===== src/core/sfd_pkg.sv =====
// Purpose: Shared constants for the speaker fault diagnostic sequencer
// Assumes: 250 MHz clock, four output channels
// Notes:   Times kept in their own units; cycle counts derived here
package sfd_pkg;
    localparam int NCH            = 4;
    localparam int CLK_MHZ        = 250;
    // Timing
    localparam int RECHECK_US     = 1000;    // 1 ms recheck
    localparam int DIAG_CYCLE_US  = 100000;  // 100 ms diagnostic cycle / acquisition
    localparam int RECHECK_CYC    = RECHECK_US * CLK_MHZ;
    localparam int DIAG_CYC       = DIAG_CYCLE_US * CLK_MHZ;
    localparam int AC_MIN_PULSES  = 3;
    // Instruction byte fields
    localparam int IB1_DIAG_EN    = 6;
    localparam int IB1_OFFS_EN    = 5;
    localparam int IB1_GAIN_F     = 4;
    localparam int IB1_GAIN_R     = 3;
    localparam int IB2_STBY_OFF   = 4;
    localparam int IB2_LINE_DRV   = 3;
    localparam int IB2_AC_EN      = 2;
    // Result bit positions per channel byte
    localparam int RB_AC_OPEN     = 5;
    localparam int RB_PERM        = 4;
    localparam int RB_SHORT_LOAD  = 3;
    localparam int RB_OPEN_OFFS   = 2;
    localparam int RB_SHORT_VS    = 1;
    localparam int RB_SHORT_GND   = 0;
    localparam int FB1_DONE       = 6;
    localparam logic [7:0] IB_RST = 8'h00;
endpackage : sfd_pkg


===== src/core/sfd_seq.sv =====
// Purpose: Fault diagnostic sequencing, priority and result latching
// Assumes: Comparator and pulse inputs come from analog pins; writes and
//          reads arrive as one-cycle strobes from an on-chip bus slave
// Notes:   Long counts are parameters so simulation can shorten them
`timescale 1ns/1ps
module sfd_seq
    import sfd_pkg::*;
#(
    parameter int RECHECK_N = RECHECK_CYC,
    parameter int DIAG_N    = DIAG_CYC
) (
    // Clock and reset
    input  wire logic           clk_i,
    input  wire logic           rstn_i,
    // Instruction writes and result reads
    input  wire logic           wr_stb_i,
    input  wire logic [7:0]     first_instruction_byte_i,
    input  wire logic [7:0]     second_instruction_byte_i,
    input  wire logic           rd_stb_i,
    // Analog comparator pins, per channel
    input  wire logic [NCH-1:0] ovl_i,
    input  wire logic [NCH-1:0] gnd_so_i,
    input  wire logic [NCH-1:0] gnd_sk_i,
    input  wire logic [NCH-1:0] vs_i,
    input  wire logic [NCH-1:0] sl_pa_i,
    input  wire logic [NCH-1:0] sl_ld_i,
    input  wire logic [NCH-1:0] ol_pa_i,
    input  wire logic [NCH-1:0] ol_ld_i,
    input  wire logic [NCH-1:0] offs_i,
    input  wire logic [NCH-1:0] ipk_hi_i,
    // Control outputs
    output logic [NCH-1:0]      ch_off_o,
    output logic                pulse_o,
    output logic                hiz_o,
    output logic                ld_thr_o,
    // Diagnostic bytes
    output logic [7:0]          first_diagnostic_byte_o,
    output logic [7:0]          diag_byte2_o,
    output logic [7:0]          diag_byte3_o,
    output logic [7:0]          diag_byte4_o
);

    // Top-level sequencer states. The spare idle code is never entered by
    // design; it is kept so a corrupted state word has a defined way home.
    // Standby and pulse both keep the power stage at high impedance, so the
    // turn-on pulse never overlaps a biased output.
    typedef enum logic [3:0] {
        ST_IDLE  = 4'b0001,
        ST_PULSE = 4'b0010,
        ST_RUN   = 4'b0100,
        ST_STBY  = 4'b1000
    } sfd_top_t;

    // Per-channel overload states: active, waiting for the recheck, or
    // running a permanent diagnostic cycle. Each channel walks on its own,
    // so one shorted output never takes its neighbours down.
    typedef enum logic [2:0] {
        CH_ACT  = 3'b001,
        CH_CHK  = 3'b010,
        CH_DIAG = 3'b100
    } sfd_ch_t;

    // All state but the pin synchronisers in one word: the comb process builds a copy, the flop
    // registers it. Counters are wide enough for the full-length cycle;
    // shorter parameter values simply leave the upper bits at zero.
    typedef struct packed {
        sfd_top_t             st;
        logic [7:0]           ib1;
        logic [7:0]           ib2;
        logic [26:0]          tcnt;
        logic                 armed;
        logic                 done;
        logic [NCH-1:0][5:0]  cur;     // Current cycle result
        logic [NCH-1:0][5:0]  rep;     // Reported previous cycle
        logic [NCH-1:0]       rest;    // Channel in restart mode
        sfd_ch_t [NCH-1:0]    cst;
        logic [NCH-1:0][26:0] ccnt;
        logic [NCH-1:0]       offs_ok;
        logic [NCH-1:0][1:0]  pcnt;
        logic [NCH-1:0]       ipk_q;
        logic [NCH-1:0]       sc_seen;
        logic [NCH-1:0]       off_q;
        logic                 done_rep;
    } sfd_state_t;

    sfd_state_t r_ff;
    sfd_state_t nxt_r;

    // Two-flop synchronisers for all analog pins
    // Comparator levels are asynchronous to the clock; only the second
    // stage is read, so every decision sees a settled value. The cost is
    // two cycles of latency, which the millisecond timing easily absorbs.
    localparam int NSY = 10 * NCH;
    logic [NSY-1:0] sy1_ff;
    logic [NSY-1:0] sy2_ff;
    always_ff @(posedge clk_i or negedge rstn_i) begin
        if (!rstn_i) begin
            sy1_ff <= '0;
            sy2_ff <= '0;
        end else begin
            sy1_ff <= {ovl_i, gnd_so_i, gnd_sk_i, vs_i, sl_pa_i,
                       sl_ld_i, ol_pa_i, ol_ld_i, offs_i, ipk_hi_i};
            sy2_ff <= sy1_ff;
        end
    end
    logic [NCH-1:0] ovl, gso, gsk, vsh, slp, sll, olp, oll, ofs, ipk;
    assign {ovl, gso, gsk, vsh, slp, sll, olp, oll, ofs, ipk} = sy2_ff;

    // Priority encode one channel's static faults
    // Supply short wins over everything; a source-side ground short with it
    // shows both. Open load is masked in permanent diagnostics because the
    // biased stage cannot tell it from a normal load.
    function automatic logic [5:0] prio_f(input logic so, input logic sk,
                                          input logic v, input logic sl,
                                          input logic ol, input logic perm);
        logic [5:0] f;
        f = '0;
        f[RB_PERM] = perm;
        if (v) begin
            f[RB_SHORT_VS]  = 1'b1;
            f[RB_SHORT_GND] = so;
        end else if (sk && ol && !perm) begin
            f[RB_OPEN_OFFS] = 1'b1;
        end else if (so || sk) begin
            f[RB_SHORT_GND] = 1'b1;
        end else if (sl) begin
            f[RB_SHORT_LOAD] = 1'b1;
        end else if (ol && !perm) begin
            f[RB_OPEN_OFFS] = 1'b1;
        end
        return f;
    endfunction : prio_f

    // Line-driver thresholds: 12 dB gain and line mode selected
    // Both gain bits must be at 12 dB; a mixed setting keeps the amplifier
    // thresholds, which is the safer choice for a low-impedance speaker.
    logic ld_sel;
    assign ld_sel = r_ff.ib1[IB1_GAIN_F] && r_ff.ib1[IB1_GAIN_R]
                    && r_ff.ib2[IB2_LINE_DRV];

    // Enables follow the last written instruction bytes directly
    logic diag_en;
    logic offs_en;
    logic ac_en;
    assign diag_en = r_ff.ib1[IB1_DIAG_EN];
    assign offs_en = r_ff.ib1[IB1_OFFS_EN];
    assign ac_en   = r_ff.ib2[IB2_AC_EN];

    // Next-state logic for sequencer, channels and results
    // Order matters: instruction capture first, then sequencer and channels,
    // and the read last, so a read wins over anything it re-arms.
    always_comb begin
        logic leave_stby;
        logic [5:0] f;
        leave_stby = 1'b0;
        f = '0;
        nxt_r = r_ff;
        if (wr_stb_i) begin
            nxt_r.ib1 = first_instruction_byte_i;
            nxt_r.ib2 = second_instruction_byte_i;
            leave_stby = second_instruction_byte_i[IB2_STBY_OFF]
                         && !r_ff.ib2[IB2_STBY_OFF];
            if (first_instruction_byte_i[IB1_OFFS_EN] && !r_ff.ib1[IB1_OFFS_EN]) begin
                nxt_r.offs_ok = '1;
                nxt_r.sc_seen = '0;
            end
            if (second_instruction_byte_i[IB2_AC_EN] && !r_ff.ib2[IB2_AC_EN]) begin
                nxt_r.pcnt = '0;
                nxt_r.sc_seen = '0;
            end
        end
        // Top sequencer
        // A turn-on pulse needs the arm left by reset or by a read; without
        // it standby is left straight into play so old results survive.
        case (r_ff.st)
            ST_STBY: begin
                if (leave_stby && first_instruction_byte_i[IB1_DIAG_EN]
                    && r_ff.armed) begin
                    nxt_r.st    = ST_PULSE;
                    nxt_r.tcnt  = '0;
                    nxt_r.armed = 1'b0;
                    nxt_r.done  = 1'b0;
                end else if (leave_stby) begin
                    nxt_r.st = ST_RUN;
                end
            end
            ST_PULSE: begin
                nxt_r.tcnt = r_ff.tcnt + 27'd1;
                if (r_ff.tcnt == 27'(DIAG_N - 1)) begin
                    for (int c = 0; c < NCH; c++) begin
                        nxt_r.cur[c] = prio_f(gso[c], gsk[c], vsh[c],
                            ld_sel ? sll[c] : slp[c], ld_sel ? oll[c] : olp[c], 1'b0);
                    end
                    nxt_r.done = 1'b1;
                    nxt_r.st   = ST_RUN;
                end
            end
            ST_RUN: begin
                if (wr_stb_i && !second_instruction_byte_i[IB2_STBY_OFF]) begin
                    nxt_r.st = ST_STBY;
                end
            end
            ST_IDLE: nxt_r.st = ST_STBY;
            default: nxt_r.st = ST_STBY;
        endcase
        // Per-channel overload handling
        // Window flags for offset and current sensing are updated every cycle;
        // the read stage below turns them into reported bits.
        for (int c = 0; c < NCH; c++) begin
            if (ovl[c]) begin
                nxt_r.sc_seen[c] = 1'b1;
            end
            if (r_ff.offs_ok[c] && !ofs[c]) begin
                nxt_r.offs_ok[c] = 1'b0;
            end
            nxt_r.ipk_q[c] = ipk[c];
            if (ipk[c] && !r_ff.ipk_q[c] && r_ff.pcnt[c] != 2'(AC_MIN_PULSES)) begin
                nxt_r.pcnt[c] = r_ff.pcnt[c] + 2'd1;
            end
            case (r_ff.cst[c])
                CH_ACT: begin
                    if (ovl[c] && r_ff.st == ST_RUN) begin
                        nxt_r.cst[c]  = CH_CHK;
                        nxt_r.ccnt[c] = '0;
                    end
                end
                CH_CHK: begin
                    nxt_r.ccnt[c] = r_ff.ccnt[c] + 27'd1;
                    if (r_ff.ccnt[c] == 27'(RECHECK_N - 1)) begin
                        nxt_r.ccnt[c] = '0;
                        if (!ovl[c]) begin
                            nxt_r.cst[c] = CH_ACT;
                        end else if (diag_en && r_ff.armed && !r_ff.rest[c]) begin
                            nxt_r.cst[c]  = CH_DIAG;
                            nxt_r.armed   = 1'b0;
                            nxt_r.done    = 1'b0;
                        end
                    end
                end
                CH_DIAG: begin
                    nxt_r.ccnt[c] = r_ff.ccnt[c] + 27'd1;
                    if (r_ff.ccnt[c] == 27'(DIAG_N - 1)) begin
                        f = prio_f(gso[c], gsk[c], vsh[c],
                            ld_sel ? sll[c] : slp[c], 1'b0, 1'b1);
                        nxt_r.cur[c]  = f;
                        nxt_r.rest[c] = 1'b1;
                        nxt_r.done    = 1'b1;
                        nxt_r.ccnt[c] = '0;
                        nxt_r.cst[c]  = CH_CHK;
                    end
                end
                default: nxt_r.cst[c] = CH_ACT;
            endcase
        end
        // A read hands over the last cycle and re-arms everything
        if (rd_stb_i) begin
            for (int c = 0; c < NCH; c++) begin
                f = r_ff.cur[c];
                if (offs_en && !f[RB_SHORT_GND] && !f[RB_SHORT_VS]) begin
                    f[RB_OPEN_OFFS] = r_ff.offs_ok[c] && !r_ff.sc_seen[c];
                end
                f[RB_AC_OPEN] = ac_en && !r_ff.sc_seen[c]
                                && r_ff.pcnt[c] != 2'(AC_MIN_PULSES);
                nxt_r.rep[c] = f;
            end
            nxt_r.off_q    = r_ff.offs_ok;
            nxt_r.done_rep = r_ff.done;
            nxt_r.armed    = 1'b1;
            nxt_r.offs_ok  = '1;
            // A pin event in the read cycle opens the new window, so the
            // clear never swallows an overload or a current pulse edge
            for (int c = 0; c < NCH; c++) begin
                nxt_r.pcnt[c] = {1'b0, ipk[c] && !r_ff.ipk_q[c]};
            end
            nxt_r.sc_seen  = ovl;
            // A channel finishing its cycle on this edge keeps its flag
            nxt_r.rest     = nxt_r.rest & ~r_ff.rest;
        end
    end

    // State register
    // Reset leaves the block in standby and armed, so the first write that
    // leaves standby with diagnostics enabled gets its turn-on pulse.
    always_ff @(posedge clk_i or negedge rstn_i) begin
        if (!rstn_i) begin
            r_ff          <= '0;
            r_ff.st       <= ST_STBY;
            r_ff.ib1      <= IB_RST;
            r_ff.ib2      <= IB_RST;
            r_ff.armed    <= 1'b1;
            for (int c = 0; c < NCH; c++) begin
                r_ff.cst[c] <= CH_ACT;
            end
        end else begin
            r_ff <= nxt_r;
        end
    end

    // Outputs
    // All outputs decode registered state only, so they never glitch on a
    // strobe. Result bits change solely on the edge after a read; the enable and standby status bits change on the edge after a write.
    always_comb begin
        for (int c = 0; c < NCH; c++) begin
            ch_off_o[c] = r_ff.cst[c] != CH_ACT;
        end
    end
    assign pulse_o  = r_ff.st == ST_PULSE;
    assign hiz_o    = r_ff.st != ST_RUN;
    assign ld_thr_o = ld_sel;
    assign first_diagnostic_byte_o = {1'b0, r_ff.done_rep, r_ff.rep[0]};
    assign diag_byte2_o = {offs_en, ac_en, r_ff.rep[1]};
    assign diag_byte3_o = {r_ff.ib2[IB2_STBY_OFF], diag_en, r_ff.rep[2]};
    assign diag_byte4_o = {2'b00, r_ff.rep[3]};

endmodule : sfd_seq


===== config.mk =====
export PLATFORM = sky130hd
export DESIGN_NAME = sfd_seq
export DESIGN_NICKNAME = d
export VERILOG_FILES = /design/src/core/sfd_pkg.sv /design/src/core/sfd_seq.sv
export SDC_FILE = /design/constraint.sdc
export NUM_CORES = 1
export LEC_CHECK = 0
export BUFFER_PORTS_ARGS = -buffer_cell sky130_fd_sc_hd__buf_4
export CORE_UTILIZATION = 65
export CTS_BUF_LIST = sky130_fd_sc_hd__clkbuf_8
export DETAILED_ROUTE_END_ITERATION = 6
export GPL_TIMING_DRIVEN = 0
export HOLD_SLACK_MARGIN = 0.08
export PLACE_DENSITY = 0.85
export SLEW_MARGIN = 15
export SYNTH_ARGS = -nofsm -noshare
export SYNTH_HDL_FRONTEND = slang
export SYNTH_SLANG_ARGS = --single-unit

===== constraint.sdc =====
create_clock -name clk_i -period 6.7 [get_ports clk_i]
set_input_delay 1.005 -clock clk_i [delete_from_list [all_inputs] [get_ports clk_i]]
set_output_delay 1.005 -clock clk_i [all_outputs]
set_load 0.005 [all_outputs]

==> results by group, run 1 <==
Outcome
  – Outcome: finished clean

Final layout
  – Core Util, Final: 0.7678
  – Layout cells sized above 1: 0.1903
  – Fillers: 1464
  – Register area: 7715 sq um
  – Antenna cell count: 0
  – Final nets: 1653
  – Area occupied by multi-input gates: 6181 sq um
  – Area Overhead vs Synth: 15.17%

Route
  – Routed wire per std cell: 18.79 um
  – Routed length on met2: 17020 um
  – Vias per cell: 6.436
  – Uppermost layer routed: met4
  – WL met1: 14890 um
  – Metal3 WL: 2805 um
  – Iter 0 DRT Violations: 1088
  – Pre-antenna DRT Iters: 5
  – DRC: 0
  – WL final: 35780 um
  – Vias: 12.25k
  – DRT antenna net count: 0

Setup path
  – Crit start category: flop
  – CP Data Arrival Time: 2.20 ns
  – Worst flop-to-flop path startpoint: r_ff[206]
  – Setup CP Type: reg2out
  – Worst setup EP type: output pin
  – CP max FO: 9
  – WP data required: 5.69 ns
  – Critical Path Start: r_ff[243]

Global route
  – First-pass GRT wire length: 59650 um
  – Vias in the first global route: 12.00k
  – Antenna violations before repair: 0
  – Largest net degree at the start of global routing: 92
  – Global Route Usage Sum: 0.3144
  – GR Overflow Total: 0

Clock network
  – Root Buffer: clkbuf_8
  – # hold bufs at CTS: 0
  – CTS buffer count: 51
  – CTS HTree Levels: 2
  – CTS tree: built
  – # resized after CTS: 0
  – Max clock buf depth: 3
  – Clock Pin Slew Worst Setup and Hold Paths: 0.06 ns
  – Clock Latency Late Sink: 0.59 ns
  – Post-CTS setup buffers: 0
  – Clk sink count: 308

Logic synthesis
  – Largest family of logic cells by synthesized area: simple AND/OR/NAND/NOR gates
  – Synth Register Bits: 308
  – Cell area after synthesis: 14590 sq um
  – Part of the Yosys area used for sequential elements: 0.5286
  – Async SR Flop Fraction: 1.000
  – Post-Synth Simple-Gate Area: 0.2124
  – XOR/XNOR share of the synthesized area: 0.003001
  – Avg Cell Area, Syn: 10.13 sq um
  – Synth Area in Compound Gates: 0.1599
  – Number of synthesized flops with an enable pin: 0
  – Warnings from Yosys: 0
  – Synth Area in Adders: 0.007716
  – Netlist cell types: 89
  – Multiplexer area fraction after synthesis: 0.03978
  – Synthesized instance count: 1440
  – Main synth FF type: dfrtp_1

Die
  – Ports: 99
  – Initial Utilization: 0.6667
  – Rows: 54
  – Core Area: 21890 sq um
  – Die height: 151.8 um
  – Die X: 151.8 um
  – Die area: 23060 sq um

Timing
  – Setup_tns: 0 ns
  – Final Max Slew Viols: 0
  – Slew at the pin closest to its max-slew limit: 0.9177 ns
  – Final setup fails: 0
  – Max_slew headroom: 0.3802
  – Skew final: 0.02725 ns
  – RSZ-0062 raised after global routing: false
  – Final hold vios: 0
  – Top achievable clock speed: 0.3117 GHz
  – Final Cycle Share: 0.4788
  – Fin crit period: 3.208 ns
  – Final hold slack: 0.3443 ns

Power and ir drop
  – Maximum vdd drop: 235.5 uV
  – Pwr/cell area: 273.8 nW/um^2
  – Pwr Total: 0.004602 W
  – Pleak: 7.505 nW

Run
  – Max cap viols: 0

Placement
  – Routability congestion estimate from global placement: 0.9191
  – Count of input and output buffers: 86
  – HPWL after DPL: 24360 um

Hold path
  – Worst min-delay path class: reg2reg
  – Hold path start: sy1_ff[26]
[power by group]
group / total, W / internal [W] / switching, W
combinational: 0.000640 / 0.000261 / 0.000380
clock: 0.00178 / 0.000996 / 0.000781
sequential: 0.00218 / 0.00203 / 0.000155
[path summary, 6_finish.rpt]
path	to	slack, ns	depth (start not counted)
min in group asynchronous	r_ff[49]	0.36	1
worst max-delay path	hiz_o	3.49	3
worst min-delay path	sy2_ff[26]	0.34	0
max in group asynchronous	r_ff[139]	5.13	3
worst min register to register	sy2_ff[26]	0.34	0
worst max register to register	r_ff[191]	3.91	8
[metal layers]
metal	track usage	vias up
li1	-	5593
met1	0.4355	5944
met2	0.5015	609
met3	0.05334	108
met4	0.1181	0
met5	0	-
[stage by stage]
| stage | area [sq um] | worst slack (ns) | std cells |
|---|---|---|---|
| CTS | 16810 | 3.524 | 1904 |
| global placement | 15600 | 2.006 | 1808 |
| global route | 16810 | 3.424 | 1904 |
| floorplan | 14600 | 4.450 | 1442 |
| detailed placement | 15690 | 4.023 | 1811 |
| finish | 16810 | 3.492 | 1904 |
[area by class of cell]
class / count / share of cell area
Sequential cell: 308 / 0.4590
Multi-Input combinational cell: 1001 / 0.3678
Clock buffer: 65 / 0.05323
Timing Repair Buffer: 89 / 0.04377
Buffer: 95 / 0.03350
Tap cell: 280 / 0.02084
Clock inverter: 28 / 0.01340
Inverter: 38 / 0.008487
[cells by family after synthesis]
group           Yosys count
simple gates            573
fa+ha+maj                 9
xor+xnor                  5
compound gates          358
flops                   308
buf+inv                 133
other cells               1
mux                      53
[state kept, by name, indices dropped and copies added, names as in the netlist]
name,flops
sy2_ff,40
sy1_ff,40
diag_byte4_o,6
diag_byte2_o,8
r_ff,199
diag_byte3_o,8
first_diagnostic_byte_o,7
[layout by cell type, fill, tap and decap left out, types with 9 or more instances in the layout]
master / n
dfrtp_1: 302
nand2_1: 133
buf_4: 123
o21ai_0: 89
nand3_1: 81
nor2_1: 80
a21oi_1: 76
a31oi_1: 65
clkbuf_8: 65
inv_1: 53
nand4_1: 36
nor3_1: 36
nand2b_1: 34
mux2_2: 32
clkbuf_1: 29
and3_1: 29
nor4_1: 26
or3_1: 21
buf_2: 20
nor2b_1: 19
mux2i_1: 19
a22o_1: 16
a41oi_1: 14
o31ai_1: 12
a21o_1: 12
and4_1: 10
nor4b_1: 9
ha_1: 9
[synth_stat cells, types with 9 or more instances]
master | instances | area [sq um]
dfrtp_1 | 302 | 7557
nand2_1 | 133 | 499.2
o21ai_0 | 89 | 445.4
nand3_1 | 81 | 405.4
nor2_1 | 80 | 300.3
a21oi_1 | 76 | 380.4
a31oi_1 | 65 | 406.6
buf_4 | 38 | 285.3
inv_1 | 38 | 142.6
nand4_1 | 36 | 225.2
nor3_1 | 36 | 180.2
nand2b_1 | 34 | 212.7
mux2_2 | 32 | 360.4
and3_1 | 29 | 181.4
clkbuf_1 | 29 | 108.9
nor4_1 | 26 | 162.7
or3_1 | 21 | 131.4
buf_2 | 20 | 100.1
mux2i_1 | 19 | 190.2
nor2b_1 | 19 | 118.9
a22o_1 | 16 | 140.1
a41oi_1 | 14 | 122.6
a21o_1 | 12 | 90.09
o31ai_1 | 12 | 90.09
and4_1 | 10 | 87.58
ha_1 | 9 | 112.6
nor4b_1 | 9 | 78.83
[worst max-delay path: stages, from the launching register on]
cell and delay, ns:
dfrtp_1 0.40, nor3b_2 0.62, inv_1 0.35, buf_4 0.24
(Power assumes the default switching activity.)
==> run 2, diff against run 1 <==
Settings changed: ABC_AREA set to 1, CORE_UTILIZATION 65 to 57, PLACE_DENSITY 0.85 to 0.79.
Clock period 6.7 ns to 2.7 ns, I/O delays scaled along.
==> run 2 against run 1 <==
Against the previous run:
- sequential share of layout area is 3.9 points lower
- largest cell class unchanged
- core utilization is 8.6 points lower
- register-to-register slack worse by 3.5 ns
- combinational power grew to 5.1 times the previous value
- power grew to 2.8 times the previous value
- sequential cell count stayed put
- critical path type unchanged
- hold slack worse by 0.23 ns
- non-clock buffer count is 16 higher
- setup slack worse by 3.4 ns
- die area is 22% higher
==> results by group, run 2 <==
Outcome
  – Outcome: finished clean

Global route
  – GR Overflow Total: 0 (unchanged)
  – Vias in the first global route: 13.18k (+9.9%)
  – Antenna violations before repair: 0 (unchanged)
  – Global Route Usage Sum: 0.2982 (-0.01624)
  – Largest net degree at the start of global routing: 104 (+13%)
  – First-pass GRT wire length: 67410 um (+13%)

Timing
  – RSZ-0062 raised after global routing: false
  – Max_slew headroom: 0.5466 (+0.1664)
  – Final Max Slew Viols: 0 (unchanged)
  – Final hold vios: 0 (unchanged)
  – Final Cycle Share: 0.9742
  – Slew at the pin closest to its max-slew limit: 0.6730 ns (-0.2446 ns)
  – Skew final: 0.02305 ns (-0.004200 ns)
  – Top achievable clock speed: 0.3802 GHz
  – Final setup fails: 0 (unchanged)
  – Fin crit period: 2.630 ns
  – Final hold slack: 0.1115 ns (-0.2328 ns)

Final layout
  – Fillers: 2170 (+48%)
  – Largest register FFs: 199 (unchanged)
  – Layout cells sized above 1: 0.1504 (-0.03987)
  – Fin cells: 2442 (+28%)
  – Area Overhead vs Synth: 17.12%
  – Most common cell after layout, fill and taps aside: nand2_1
  – Largest regs: r_ff: 199 flops, sy1_ff: 40 flops, sy2_ff: 40 flops
  – Most flops, register: r_ff
  – Commonest non-fill, non-tap cells in the layout: nand2_1, dfrtp_1, inv_1, nor2_1, nand3_1
  – Final nets: 2131 (+29%)
  – Antenna cell count: 0 (unchanged)

Setup path
  – Worst path top cell family by delay: buffers and inverters
  – FF-to-FF End: r_ff[120]
  – CP endpoint: pulse_o
  – Cell depth of the worst setup path: 4 (+1)
  – CP max FO: 10 (+1)
  – R2R cell count: 11 (+3)
  – Setup CP Type: reg2out
  – WP data required: 2.30 ns (-3.39 ns)
  – Critical Path Start: r_ff[244]
  – Worst setup EP type: output pin
  – Worst flop-to-flop path startpoint: r_ff[106]
  – Crit start category: flop
  – WP buf/inv: 3 (+1)
  – CP Data Arrival Time: 2.23 ns (+0.03 ns)
  – Worst path cell trace: nor3_1 -> buf_2 -> buf_1 -> buf_4
  – FF-to-FF setup slack: 0.46 ns (-3.45 ns)
  – CP max stage delay: 0.44 ns (-0.18 ns)
  – CP max stage cell: buf_1

Clock network
  – CTS HTree Levels: 2 (unchanged)
  – CTS tree: built
  – CTS buffer count: 50 (-2.0%)
  – Root Buffer: clkbuf_8
  – Clock Pin Slew Worst Setup and Hold Paths: 0.06 ns (about the same)
  – Clk sink count: 308 (unchanged)
  – Post-CTS setup buffers: 0 (unchanged)
  – Max clock buf depth: 3 (unchanged)
  – Clock Latency Late Sink: 0.59 ns (about the same)

Logic synthesis
  – Synth top area share: 0.4817 (-0.03614)
  – Largest area contributor in the netlist: dfrtp_1
  – Area contributors post-synth: dfrtp_1, nand2_1, inv_1
  – Cell area after synthesis: 15690 sq um (+7.5%)
  – Top-count cell post-synth: nand2_1
  – Synth Register Bits: 308 (unchanged)
  – Synthesized instance count: 1872 (+30%)
  – Part of the Yosys area used for sequential elements: 0.4917 (-0.03689)
  – Main synth FF type: dfrtp_1
  – Number of synthesized flops with an enable pin: 0 (unchanged)
  – Netlist cell types: 51 (-43%)
  – Avg Cell Area, Syn: 8.381 sq um (-17%)
  – Async SR Flop Fraction: 1.000 (unchanged)
  – Commonest cells in the netlist: nand2_1, dfrtp_1, inv_1, nor2_1, nand3_1
  – Warnings from Yosys: 0 (unchanged)

Route
  – Routed length on met2: 18670 um (+9.7%)
  – Vias per cell: 5.536 (-14%)
  – Vias: 13.52k (+10%)
  – Uppermost layer routed: met4
  – Routed wire per std cell: 16.65 um (-11%)
  – WL met1: 18650 um (+25%)
  – Pre-antenna DRT Iters: 7 (+2)
  – DRT antenna net count: 0 (unchanged)
  – WL final: 40650 um (+14%)
  – DRC: 0 (unchanged)
  – Metal3 WL: 2434 um (-13%)
  – Iter 0 DRT Violations: 1146 (+5.3%)

Power and ir drop
  – Pwr/cell area: 701.1 nW/um^2 (+160%)
  – Pleak: 8.453 nW (+13%)
  – Maximum vdd drop: 611.0 uV (+160%)
  – Pwr Total: 0.01288 W (+180%)

Hold path
  – Worst min-delay path class: in2reg

Placement
  – Count of input and output buffers: 86 (unchanged)
  – Placed insts: 2304 (+27%)
  – Routability congestion estimate from global placement: 0.9520 (+3.6%)
  – HPWL after DPL: 28760 um (+18%)

Die
  – Rows: 60 (+11%)
  – Core Area: 26950 sq um (+23%)
  – Die X: 167.9 um (+11%)
  – Die height: 167.9 um (+11%)
  – Ports: 99 (unchanged)
  – Die area: 28190 sq um (+22%)
  – Initial Utilization: 0.5821 (-0.08454)

Run
  – Max cap viols: 0 (unchanged)
run 2: kinds of logic after synthesis:
group / synth area share
buffers and inverters: 0.08350
multiplexers: 0.006380
flip-flops: 0.4917
AND/OR/NAND/NOR: 0.2901
AO/OA/AOI/OAI: 0.07337
other: 0.0002390
XOR/XNOR: 0.04745
adder cells (fa/ha/maj): 0.007178
run 2: where the power goes:
| part | total, W | switching (W) | internal [W] | leakage (nW) |
|---|---|---|---|---|
| Clock | 0.00417 | 0.00192 | 0.00225 | 0.594 |
| Combinational | 0.00327 | 0.00216 | 0.00112 | 3.87 |
| Sequential | 0.00543 | 0.000390 | 0.00504 | 3.99 |
| Total | 0.0129 | 0.00447 | 0.00841 | 8.45 |
run 2: worst min-delay path by stage:
| stage | to | cells after the start | startpoint | slack, ns |
|---|---|---|---|---|
| after floorplan | diag_byte2_o[0] | 0 | rstn_i | 0.11 |
| after global placement | sy2_ff[1] | 0 | sy1_ff[1] | 0.33 |
| after detailed placement | r_ff[82] | 1 | rstn_i | 0.32 |
| after CTS | diag_byte2_o[7] | 3 | first_instruction_byte_i[5] | 0.08 |
| after global routing | diag_byte2_o[7] | 3 | first_instruction_byte_i[5] | 0.11 |
| final | diag_byte2_o[7] | 3 | first_instruction_byte_i[5] | 0.11 |
run 2: layout make-up:
cell class	count	area [sq um]	area share
plain buffers	64	445.4	0.02424
clock inverters	23	110.1	0.005992
clock buffers	68	935.9	0.05093
repair buffers	136	1206	0.06564
flip-flops and latches	308	7715	0.4199
well taps	341	426.7	0.02322
inverters	230	864.6	0.04705
multi-input cells	1272	6671	0.3631
run 2: tightest hold or removal path, cell delays in order:
cell,delay [ns]
buf_4,0.08
nand2_1,0.09
o21ai_0,0.09
run 2: layer usage:
layer  up-vias  track usage
met5         -            0
met1      6513       0.4306
met3        73      0.04090
met2       455       0.4721
met4         0      0.08656
li1       6479            -
run 2: repair_timing:
| item | in CTS | in global routing |
|---|---|---|
| hold buffers | 47 | 0 |
| endpoints found under the hold margin | 86 | 0 |
| gates resized for setup | 0 | 0 |
| endpoints found under the setup margin | 0 | 0 |
run 2: through the flow:
stage	worst slack (ns)	TNS [ns]	area [sq um]	util
6_report	0.06953	0	18380	0.6818
4_1_cts	0.09432	0	18380	0.6818
5_1_grt	0.007998	0	18380	0.6818
3_3_place_gp	-1.473	-437.79	16770	0.6222
2_1_floorplan	1.035	0	15700	-
3_5_place_dp	0.4369	0	16860	0.6255
